### src/hw/ssp_pkg.sv
// register map, field positions and reset values of the sync serial port
// assumes a 32-bit apb slave with byte addresses on paddr
package ssp_pkg;
  // register byte offsets
  localparam logic [7:0] ADDR_RX_STAT = 8'h00;
  localparam logic [7:0] ADDR_RX_HOLD = 8'h04;
  localparam logic [7:0] ADDR_TX_STAT = 8'h08;
  localparam logic [7:0] ADDR_BAUD = 8'h0c;
  localparam logic [7:0] ADDR_DIV_HI = 8'h10;
  localparam logic [7:0] ADDR_DIV_LO = 8'h14;
  localparam logic [7:0] ADDR_TX_HOLD = 8'h18;
  localparam logic [7:0] ADDR_INT_CTL = 8'h1c;
  // receive status/control fields
  localparam int RS_SERIAL_PORT_ENABLE = 7;
  localparam int RS_RX9 = 6;
  localparam int RS_SINGLE_RECEIVE_ENABLE = 5;
  localparam int RS_CONTINUOUS_RECEIVE_ENABLE = 4;
  localparam int RS_OVERRUN_FLAG = 1;
  localparam int RS_RECEIVED_NINTH_BIT = 0;
  // transmit status/control fields
  localparam int TS_CLOCK_SOURCE_SELECT = 7;
  localparam int TS_TX9 = 6;
  localparam int TS_TRANSMIT_ENABLE_BIT = 5;
  localparam int TS_SYNC = 4;
  localparam int TS_HIGH_SPEED_BAUD = 2;
  localparam int TS_TRMT = 1;
  localparam int TS_NINTH_TRANSMIT_BIT = 0;
  // baud control field
  localparam int BC_WIDE_BAUD_DIVISOR = 3;
  // interrupt control fields
  localparam int IC_RXF = 0;
  localparam int IC_TXF = 1;
  localparam int IC_RXIE = 2;
  localparam int IC_TRANSMIT_INTERRUPT_ENABLE = 3;
  localparam int IC_PERIPHERAL_INTERRUPT_ENABLE = 4;
  localparam int IC_GIE = 5;
  // reset values and character lengths
  localparam logic [7:0] RST_BYTE = 8'h00;
  localparam logic [3:0] BITS_8 = 4'h8;
  localparam logic [3:0] BITS_9 = 4'h9;
endpackage

### src/hw/ssp_top.sv
// synchronous half-duplex serial port with apb registers
// assumes clock at 100 MHz; link pins come from another clock domain
`timescale 1ns/1ps
module ssp_top (
  input wire logic clock, // system clock
  input wire logic rst, // async reset, active high
  input wire logic psel, // apb select
  input wire logic penable, // apb access phase
  input wire logic pwrite, // apb direction
  input wire logic [7:0] paddr, // apb byte address
  input wire logic [31:0] pwdata, // apb write data
  output logic [31:0] prdata, // apb read data
  output logic pready, // apb ready
  output logic pslverr, // apb error on unmapped address
  input wire logic dataIn, // data line level
  output logic dataOut, // data line drive value
  output logic dataOe, // data line drive enable
  input wire logic clkIn, // clock line level
  output logic clkOut, // clock line drive value
  output logic clkOe, // clock line drive enable
  output logic wakeReq, // interrupt request, wakes from sleep
  output logic vectorReq // request with global enable set
);
  logic serial_port_enable_q, rx9_q, single_receive_enable_q, continuous_receive_enable_q, overrun_flag_q;
  logic clock_source_select_q, tx9_q, transmit_enable_bit_q, sync_q, high_speed_baud_q, ninth_transmit_bit_q, wide_baud_divisor_q;
  logic rxIe_q, transmit_interrupt_enable_q, peripheral_interrupt_enable_q, gIe_q;
  logic [7:0] divHi_q, divLo_q;
  logic [31:0] rdata_q;
  logic err_q, wake_q, vector_q;
  logic c1_q, c2_q, c3_q, d1_q, d2_q;
  logic [8:0] fifo_q [2];
  logic wrPtr_q, rdPtr_q;
  logic [1:0] fifoCnt_q;
  logic [8:0] rsr_q, charWord;
  logic [3:0] rxCnt_q, rxBits, txLeft_q;
  logic [8:0] thr_q, tsr_q;
  logic thrFull_q, dataOut_q, clkGen_q;
  logic [15:0] baudCnt_q, divisor;
  logic wrEn, rdEn, wrRx, wrTx, wrHold, pop, unitOn, master, rxEnable;
  logic txActive, load, run, tick, lead, trail, charDone, push, crenFall;
  logic rxFlag, txFlag, fifoFull;

  // bus strobes
  assign wrEn = psel & penable & pwrite;
  assign rdEn = psel & penable & ~pwrite;
  assign wrRx = wrEn && paddr == ssp_pkg::ADDR_RX_STAT;
  assign wrTx = wrEn && paddr == ssp_pkg::ADDR_TX_STAT;
  assign wrHold = wrEn && paddr == ssp_pkg::ADDR_TX_HOLD;
  assign pop = rdEn && paddr == ssp_pkg::ADDR_RX_HOLD && fifoCnt_q != 2'd0;
  assign crenFall = wrRx & continuous_receive_enable_q & ~pwdata[ssp_pkg::RS_CONTINUOUS_RECEIVE_ENABLE];
  assign pready = 1'b1;
  assign pslverr = psel & penable & err_q;
  assign prdata = rdata_q;

  // operating mode decode
  assign unitOn = serial_port_enable_q & sync_q;
  assign master = unitOn & clock_source_select_q;
  assign rxEnable = unitOn & (single_receive_enable_q | continuous_receive_enable_q) & ~overrun_flag_q;
  assign txActive = unitOn & transmit_enable_bit_q & ~single_receive_enable_q & ~continuous_receive_enable_q;
  assign rxBits = rx9_q ? ssp_pkg::BITS_9 : ssp_pkg::BITS_8;
  assign fifoFull = fifoCnt_q == 2'd2;
  assign rxFlag = fifoCnt_q != 2'd0;
  assign txFlag = ~thrFull_q;

  // receive control register
  always_ff @(posedge clock or posedge rst) begin
    if (rst) begin
      serial_port_enable_q <= 1'b0;
      rx9_q <= 1'b0;
      single_receive_enable_q <= 1'b0;
      continuous_receive_enable_q <= 1'b0;
    end else if (wrRx) begin
      serial_port_enable_q <= pwdata[ssp_pkg::RS_SERIAL_PORT_ENABLE];
      rx9_q <= pwdata[ssp_pkg::RS_RX9];
      single_receive_enable_q <= pwdata[ssp_pkg::RS_SINGLE_RECEIVE_ENABLE];
      continuous_receive_enable_q <= pwdata[ssp_pkg::RS_CONTINUOUS_RECEIVE_ENABLE];
    end else if (charDone) begin
      single_receive_enable_q <= 1'b0;
    end
  end

  // transmit, baud and interrupt control registers
  always_ff @(posedge clock or posedge rst) begin
    if (rst) begin
      {clock_source_select_q, tx9_q, transmit_enable_bit_q, sync_q, high_speed_baud_q, ninth_transmit_bit_q} <= 6'h00;
      {wide_baud_divisor_q, rxIe_q, transmit_interrupt_enable_q, peripheral_interrupt_enable_q, gIe_q} <= 5'h00;
      divHi_q <= ssp_pkg::RST_BYTE;
      divLo_q <= ssp_pkg::RST_BYTE;
    end else if (wrTx) begin
      clock_source_select_q <= pwdata[ssp_pkg::TS_CLOCK_SOURCE_SELECT];
      tx9_q <= pwdata[ssp_pkg::TS_TX9];
      transmit_enable_bit_q <= pwdata[ssp_pkg::TS_TRANSMIT_ENABLE_BIT];
      sync_q <= pwdata[ssp_pkg::TS_SYNC];
      high_speed_baud_q <= pwdata[ssp_pkg::TS_HIGH_SPEED_BAUD];
      ninth_transmit_bit_q <= pwdata[ssp_pkg::TS_NINTH_TRANSMIT_BIT];
    end else if (wrEn && paddr == ssp_pkg::ADDR_BAUD) begin
      wide_baud_divisor_q <= pwdata[ssp_pkg::BC_WIDE_BAUD_DIVISOR];
    end else if (wrEn && paddr == ssp_pkg::ADDR_DIV_HI) begin
      divHi_q <= pwdata[7:0];
    end else if (wrEn && paddr == ssp_pkg::ADDR_DIV_LO) begin
      divLo_q <= pwdata[7:0];
    end else if (wrEn && paddr == ssp_pkg::ADDR_INT_CTL) begin
      rxIe_q <= pwdata[ssp_pkg::IC_RXIE];
      transmit_interrupt_enable_q <= pwdata[ssp_pkg::IC_TRANSMIT_INTERRUPT_ENABLE];
      peripheral_interrupt_enable_q <= pwdata[ssp_pkg::IC_PERIPHERAL_INTERRUPT_ENABLE];
      gIe_q <= pwdata[ssp_pkg::IC_GIE];
    end
  end

  // read data captured in the setup cycle, unmapped gives error
  always_ff @(posedge clock or posedge rst) begin
    if (rst) begin
      rdata_q <= 32'h0;
      err_q <= 1'b0;
    end else if (psel && !penable) begin
      err_q <= 1'b0;
      if (paddr == ssp_pkg::ADDR_RX_STAT) begin
        rdata_q <= {24'h0, serial_port_enable_q, rx9_q, single_receive_enable_q, continuous_receive_enable_q, 2'b00, overrun_flag_q,
          fifo_q[rdPtr_q][8]};
      end else if (paddr == ssp_pkg::ADDR_RX_HOLD) begin
        rdata_q <= {24'h0, fifo_q[rdPtr_q][7:0]};
      end else if (paddr == ssp_pkg::ADDR_TX_STAT) begin
        rdata_q <= {24'h0, clock_source_select_q, tx9_q, transmit_enable_bit_q, sync_q, 1'b0, high_speed_baud_q,
          txLeft_q == 4'h0, ninth_transmit_bit_q};
      end else if (paddr == ssp_pkg::ADDR_BAUD) begin
        rdata_q <= {28'h0, wide_baud_divisor_q, 3'b000};
      end else if (paddr == ssp_pkg::ADDR_DIV_HI) begin
        rdata_q <= {24'h0, divHi_q};
      end else if (paddr == ssp_pkg::ADDR_DIV_LO) begin
        rdata_q <= {24'h0, divLo_q};
      end else if (paddr == ssp_pkg::ADDR_TX_HOLD) begin
        rdata_q <= 32'h0;
      end else if (paddr == ssp_pkg::ADDR_INT_CTL) begin
        rdata_q <= {26'h0, gIe_q, peripheral_interrupt_enable_q, transmit_interrupt_enable_q, rxIe_q, txFlag, rxFlag};
      end else begin
        rdata_q <= 32'h0;
        err_q <= 1'b1;
      end
    end
  end

  // two-flop synchronisers for the link pins, plus clock edge history
  always_ff @(posedge clock or posedge rst) begin
    if (rst) begin
      {c1_q, c2_q, c3_q, d1_q, d2_q} <= 5'h00;
    end else begin
      c1_q <= clkIn;
      c2_q <= c1_q;
      c3_q <= c2_q;
      d1_q <= dataIn;
      d2_q <= d1_q;
    end
  end

  // baud generator: one tick per half period of the master clock
  assign divisor = wide_baud_divisor_q ? {divHi_q, divLo_q} : {8'h00, divLo_q};
  assign run = master & (rxEnable | (txActive & txLeft_q != 4'h0));
  assign tick = run && baudCnt_q == divisor;
  always_ff @(posedge clock or posedge rst) begin
    if (rst) begin
      baudCnt_q <= 16'h0;
      clkGen_q <= 1'b0;
    end else if (!run) begin
      baudCnt_q <= 16'h0;
      clkGen_q <= 1'b0; // clock stops at once, partial character dropped
    end else if (tick) begin
      baudCnt_q <= 16'h0;
      clkGen_q <= ~clkGen_q;
    end else begin
      baudCnt_q <= baudCnt_q + 16'h1;
    end
  end

  // leading and trailing edges from own clock or from the clock line
  assign lead = master ? tick & ~clkGen_q : unitOn & c2_q & ~c3_q;
  assign trail = master ? tick & clkGen_q : unitOn & ~c2_q & c3_q;
  assign clkOut = clkGen_q;
  assign clkOe = master;

  // receive shift register, one bit per trailing edge
  always_comb begin
    charWord = rsr_q;
    charWord[rxCnt_q] = d2_q;
  end
  assign charDone = trail && rxEnable && rxCnt_q == rxBits - 4'h1;
  assign push = charDone & ~fifoFull;
  always_ff @(posedge clock or posedge rst) begin
    if (rst) begin
      rsr_q <= 9'h0;
      rxCnt_q <= 4'h0;
    end else if (!rxEnable || charDone) begin
      rsr_q <= 9'h0;
      rxCnt_q <= 4'h0;
    end else if (trail) begin
      rsr_q <= charWord;
      rxCnt_q <= rxCnt_q + 4'h1;
    end
  end

  // two-character receive buffer
  always_ff @(posedge clock or posedge rst) begin
    if (rst) begin
      fifo_q[0] <= 9'h0;
      fifo_q[1] <= 9'h0;
      wrPtr_q <= 1'b0;
      rdPtr_q <= 1'b0;
      fifoCnt_q <= 2'd0;
    end else if (!serial_port_enable_q) begin
      wrPtr_q <= 1'b0;
      rdPtr_q <= 1'b0;
      fifoCnt_q <= 2'd0;
    end else begin
      if (push) begin
        fifo_q[wrPtr_q] <= charWord;
        wrPtr_q <= ~wrPtr_q;
      end
      if (pop) begin
        rdPtr_q <= ~rdPtr_q;
      end
      fifoCnt_q <= fifoCnt_q + {1'b0, push} - {1'b0, pop};
    end
  end

  // overrun flag, a new overrun wins over any clear
  always_ff @(posedge clock or posedge rst) begin
    if (rst) begin
      overrun_flag_q <= 1'b0;
    end else if (charDone && fifoFull) begin
      overrun_flag_q <= 1'b1;
    end else if (!serial_port_enable_q || crenFall || (pop && !continuous_receive_enable_q)) begin
      overrun_flag_q <= 1'b0;
    end
  end

  // transmit holding register
  assign load = txActive && thrFull_q && txLeft_q == 4'h0;
  always_ff @(posedge clock or posedge rst) begin
    if (rst) begin
      thr_q <= 9'h0;
      thrFull_q <= 1'b0;
    end else if (!serial_port_enable_q) begin
      thrFull_q <= 1'b0;
    end else if (wrHold) begin
      thr_q <= {ninth_transmit_bit_q, pwdata[7:0]};
      thrFull_q <= 1'b1;
    end else if (load) begin
      thrFull_q <= 1'b0;
    end
  end

  // transmit shift register: drive on leading, count on trailing edge
  always_ff @(posedge clock or posedge rst) begin
    if (rst) begin
      tsr_q <= 9'h0;
      txLeft_q <= 4'h0;
      dataOut_q <= 1'b0;
    end else if (!txActive) begin
      txLeft_q <= 4'h0;
    end else if (load) begin
      tsr_q <= thr_q;
      txLeft_q <= tx9_q ? ssp_pkg::BITS_9 : ssp_pkg::BITS_8;
    end else if (lead && txLeft_q != 4'h0) begin
      dataOut_q <= tsr_q[0];
      tsr_q <= {1'b0, tsr_q[8:1]};
    end else if (trail && txLeft_q != 4'h0) begin
      txLeft_q <= txLeft_q - 4'h1;
    end
  end
  assign dataOut = dataOut_q;
  assign dataOe = txActive;

  // interrupt request and vector outputs
  always_ff @(posedge clock or posedge rst) begin
    if (rst) begin
      wake_q <= 1'b0;
      vector_q <= 1'b0;
    end else begin
      wake_q <= peripheral_interrupt_enable_q & ((rxFlag & rxIe_q) | (txFlag & transmit_interrupt_enable_q));
      vector_q <= gIe_q & peripheral_interrupt_enable_q & ((rxFlag & rxIe_q) | (txFlag & transmit_interrupt_enable_q));
    end
  end
  assign wakeReq = wake_q;
  assign vectorReq = vector_q;
endmodule

### config.mk
export PLATFORM = sky130hd
export DESIGN_NAME = ssp_top
export DESIGN_NICKNAME = d
export VERILOG_FILES = /design/src/hw/ssp_pkg.sv /design/src/hw/ssp_top.sv
export SDC_FILE = /design/constraint.sdc
export NUM_CORES = 1
export LEC_CHECK = 0
export BUFFER_PORTS_ARGS = -buffer_cell sky130_fd_sc_hd__buf_2
export CELL_PAD_IN_SITES_DETAIL_PLACEMENT = 1
export CELL_PAD_IN_SITES_GLOBAL_PLACEMENT = 2
export CORE_AREA = 4 4 141 143
export DETAILED_ROUTE_END_ITERATION = 8
export DIE_AREA = 0 0 145 147
export PLACE_DENSITY = 0.85
export SYNTH_ARGS = -nofsm -noshare
export SYNTH_HDL_FRONTEND = slang
export SYNTH_SLANG_ARGS = --single-unit
### constraint.sdc
create_clock -name clock -period 4 [get_ports clock]
set_clock_uncertainty 0.1 [all_clocks]
set_input_delay 0.2 -clock clock [delete_from_list [all_inputs] [get_ports clock]]
set_output_delay 0.2 -clock clock [all_outputs]
set_load 0.05 [all_outputs]
==> results.py <==
metrics = {
    "layout": {
        "multi_input_area_sq_um": 3010,
        "fillers": 2057,
        "drive_gt1_share_pct": 17.1,
        "diodes": 0,
        "seq_area_sq_um": 3100,
        "syn2layout_area_growth_pct": 15.7,
        "mostFrequentLayoutCells": "124 x dfrtp_1, 71 x nand2_1, 42 x nor2_1, 40 x mux2_2, 37 x buf_2",
        "final_common_cell": "dfrtp_1",
        "fin_nets": 744,
    },
    "synth": {
        "avgSynthCellArea_sq_um": 9.90,
        "yosys.area_share.simple_pct": 17.1,
        "synth_top_family_by_area": "simple AND/OR/NAND/NOR gates",
        "synthXorXnorAreaFrac_pct": 3.80,
        "synth_compound_area_share_pct": 11.1,
        "seq_area_frac_synth_pct": 48.1,
        "ys_ff_latch": 124,
        "ys.flop_type": "dfrtp_1",
        "synth_cell_type_count": 55,
        "synth_fa_ha_area_share_pct": 1.74,
        "synthMuxAreaShare_pct": 11.5,
        "synth_cells": 652,
        "ys_warn_count": 0,
        "synth-edff-count": 0,
        "synth_area_sq_um": 6460,
        "async_reset_ff_share_pct": 100,
    },
    "routing": {
        "ant_nets": 0,
        "drtPass1Iterations": 4,
        "drt-initial-drc-count": 225,
        "totalWireLength_um": 17500,
        "avgRoutedWirePerCell_um": 18.7,
        "vias": 4900,
        "avgViaCountPerCell": 5.24,
        "drcViolationCount": 0,
    },
    "sta": {
        "max_slew_margin_pct": 18.6,
        "period_needed_ns": 3.45,
        "tightest_slew_ns": 1.22,
        "fmax_ghz": 0.290,
        "rsz0062_at_grt": "false",
        "finalHoldViolations": 0,
        "tns_ns": 0,
        "setup_viol": 0,
        "fin_crit_sh_pct": 86.3,
        "drv_slew": 0,
    },
    "clock_tree": {
        "ctsRootBufferMaster": "clkbuf_16",
        "cts_buffers": 17,
        "clkSinkCount": 124,
        "cts_max_level": 4,
        "clkTransAtPathRegs_ns": 0.06,
        "clock_path_buffers": 2,
        "cts_tree": "done",
        "clock_latency_ns": 0.43,
        "postCtsSetupBuffers": 0,
    },
    "power_and_ir_drop": {
        "total_power_mw": 3.15,
        "seq_power_share_pct": 40.5,
        "switchingPower_uw": 683,
        "ir_drop_uv": 268,
        "power.leakage_nw": 3.48,
        "power.density_nw_per_um2": 421,
        "comb_power_share_pct": 4.6,
        "p_clk_share_pct": 54.9,
        "p_int_mw": 2.46,
        "swShare_pct": 21.7,
    },
    "floorplan": {
        "rows": 50,
        "die_h_um": 147,
        "io_pins": 87,
        "core_area_sq_um": 18600,
        "dieArea_sq_um": 21300,
        "die_w_um": 145,
        "start_util_pct": 34.8,
    },
    "global_routing": {
        "grt_pass1_vias": 5354,
        "grt_pass1_wl_um": 29000,
        "overflow": 0,
        "grt_max_degree": 63,
        "antenna_found_initial": 1,
        "grt.total_usage_pct": 17.0,
    },
    "critical_path": {
        "max_stage_delay_ns": 0.61,
        "crit_path_start_kind": "register",
        "crit_arrival_ns": 3.66,
        "worstPathRequired_ns": 4.21,
        "path_class": "reg -> reg",
        "crit_top_cell": "ha_1",
        "end_kind": "register",
        "worst_path_max_delay_cell": "dfrtp_1",
        "crit_fanout": 12,
        "path_cells": "nand2_1 > o32ai_2 > nand3_1 > nor4_4 > nor2_2 > or3_1 > ha_1 > inv_1 > ha_1 > xnor2_1 > and2_1",
    },
    "min_path": {
        "hold_path_class": "in -> reg",
    },
    "run": {
        "drv_cap": 0,
    },
    "status": {
        "run_status": "finished, final reports clean",
    },
    "placed_design": {
        "gp_congestion": 0.822,
        "port_buffers": 37,
        "dp_hpwl_um": 12600,
    },
}
-- repair_timing --
| action | in CTS | in global routing |
|---|---|---|
| hold buffers | 5 | 0 |
| endpoints found under the hold margin | 68 | 0 |
| gates resized for setup | 0 | 0 |
-- layer usage --
| metal | GRT usage [%] | vias to the layer above | share of wire, % |
|---|---|---|---|
| met2 | 29.8 | 68 | 52 |
| li1 | - | 2298 | - |
| met4 | 5.99 | 2 | 1.5 |
| met5 | 0 | - | 0.074 |
| met3 | 3.45 | 18 | 2.6 |
| met1 | 20.9 | 2514 | 44 |
-- power groups by stage --
stage          logic [mW]  registers, mW  clock network, mW
3_5_place_dp        0.142           1.30                  0
3_3_place_gp        0.138           1.30                  0
6_report            0.144           1.27               1.73
2_1_floorplan       0.123           1.29                  0
5_1_grt             0.158           1.27               1.82
4_1_cts             0.146           1.27               1.75
-- sequential cells by signal (all words and copies together), names as in the netlist, 2 cells and up --
name       flops
baudCnt_q     16
divHi_q        8
divLo_q        8
fifoCnt_q      2
fifo_q        18
prdata         8
rsr_q          9
rxCnt_q        4
thr_q          9
tsr_q          9
txLeft_q       4
-- synthesized netlist by cell type, types with 19 or more instances --
library cell	instances	share of area (%)
nand2_1	71	4.1
nor2_1	42	2.4
clkbuf_1	25	1.5
dfrtp_1	124	48
xor2_1	21	2.8
o21ai_0	36	2.8
buf_4	27	3.1
inv_1	32	1.9
nand3_1	19	1.5
mux2i_1	29	4.5
mux2_2	40	7.0
a21oi_1	25	1.9
-- final timing paths --
check                                     start                    to  slack (ns)  cells after the start
max                        serial_port_enable_q          fifoCnt_q[1]        0.55                     11
min                                   pwdata[0]  ninth_transmit_bit_q        0.02                      2
max reg2reg                serial_port_enable_q          fifoCnt_q[1]        0.55                     11
min reg2reg                                c1_q                  c2_q        0.25                      0
max in group asynchronous                   rst              rsr_q[4]        2.47                      4
min in group asynchronous                   rst              tsr_q[3]        0.37                      3
-- kinds of logic (layout without fill, tap and decap cells) --
| logic type | Yosys count | after routing |
|---|---|---|
| simple gates | 220 | 220 |
| flops | 124 | 124 |
| compound gates | 113 | 113 |
| buf+inv | 87 | 113 |
| mux | 69 | 69 |
| xor+xnor | 28 | 28 |
| fa+ha+maj | 9 | 9 |
| other cells | 2 | 25 |
-- metrics by stage --
| stage | setup slack (ns) | instances | util (%) | area, sq um | hold WS [ns] |
|---|---|---|---|---|---|
| global route | 0.308 | 935 | 40.2 | 7470 | 0.0205 |
| floorplan | 0.401 | 675 | - | 6540 | 0.131 |
| finish | 0.547 | 935 | 40.2 | 7470 | 0.0175 |
| CTS | 0.571 | 935 | 40.2 | 7470 | 0.0121 |
| global placement | 0.740 | 898 | 36.4 | 6770 | 0.217 |
| detailed placement | 0.604 | 898 | 36.4 | 6770 | 0.216 |
-- layout make-up --
type	count	area share, %
Clock buffer	26	6.68
Timing Repair Buffer	49	3.85
Sequential cell	124	41.5
Multi-Input combinational cell	464	40.3
Inverter	32	1.64
Tap cell	234	3.92
Clock inverter	6	2.08
-- critical path: cells and delay by family, from the launching register on --
| kind | cells | cell delay (ns) |
|---|---|---|
| fa+ha+maj | 2 | 0.48 |
| buf+inv | 1 | 0.04 |
| simple gates | 6 | 1.62 |
| flops | 1 | 0.61 |
| xor+xnor | 1 | 0.13 |
| compound gates | 1 | 0.35 |
No activity file was read; power rests on OpenSTA's default activity.
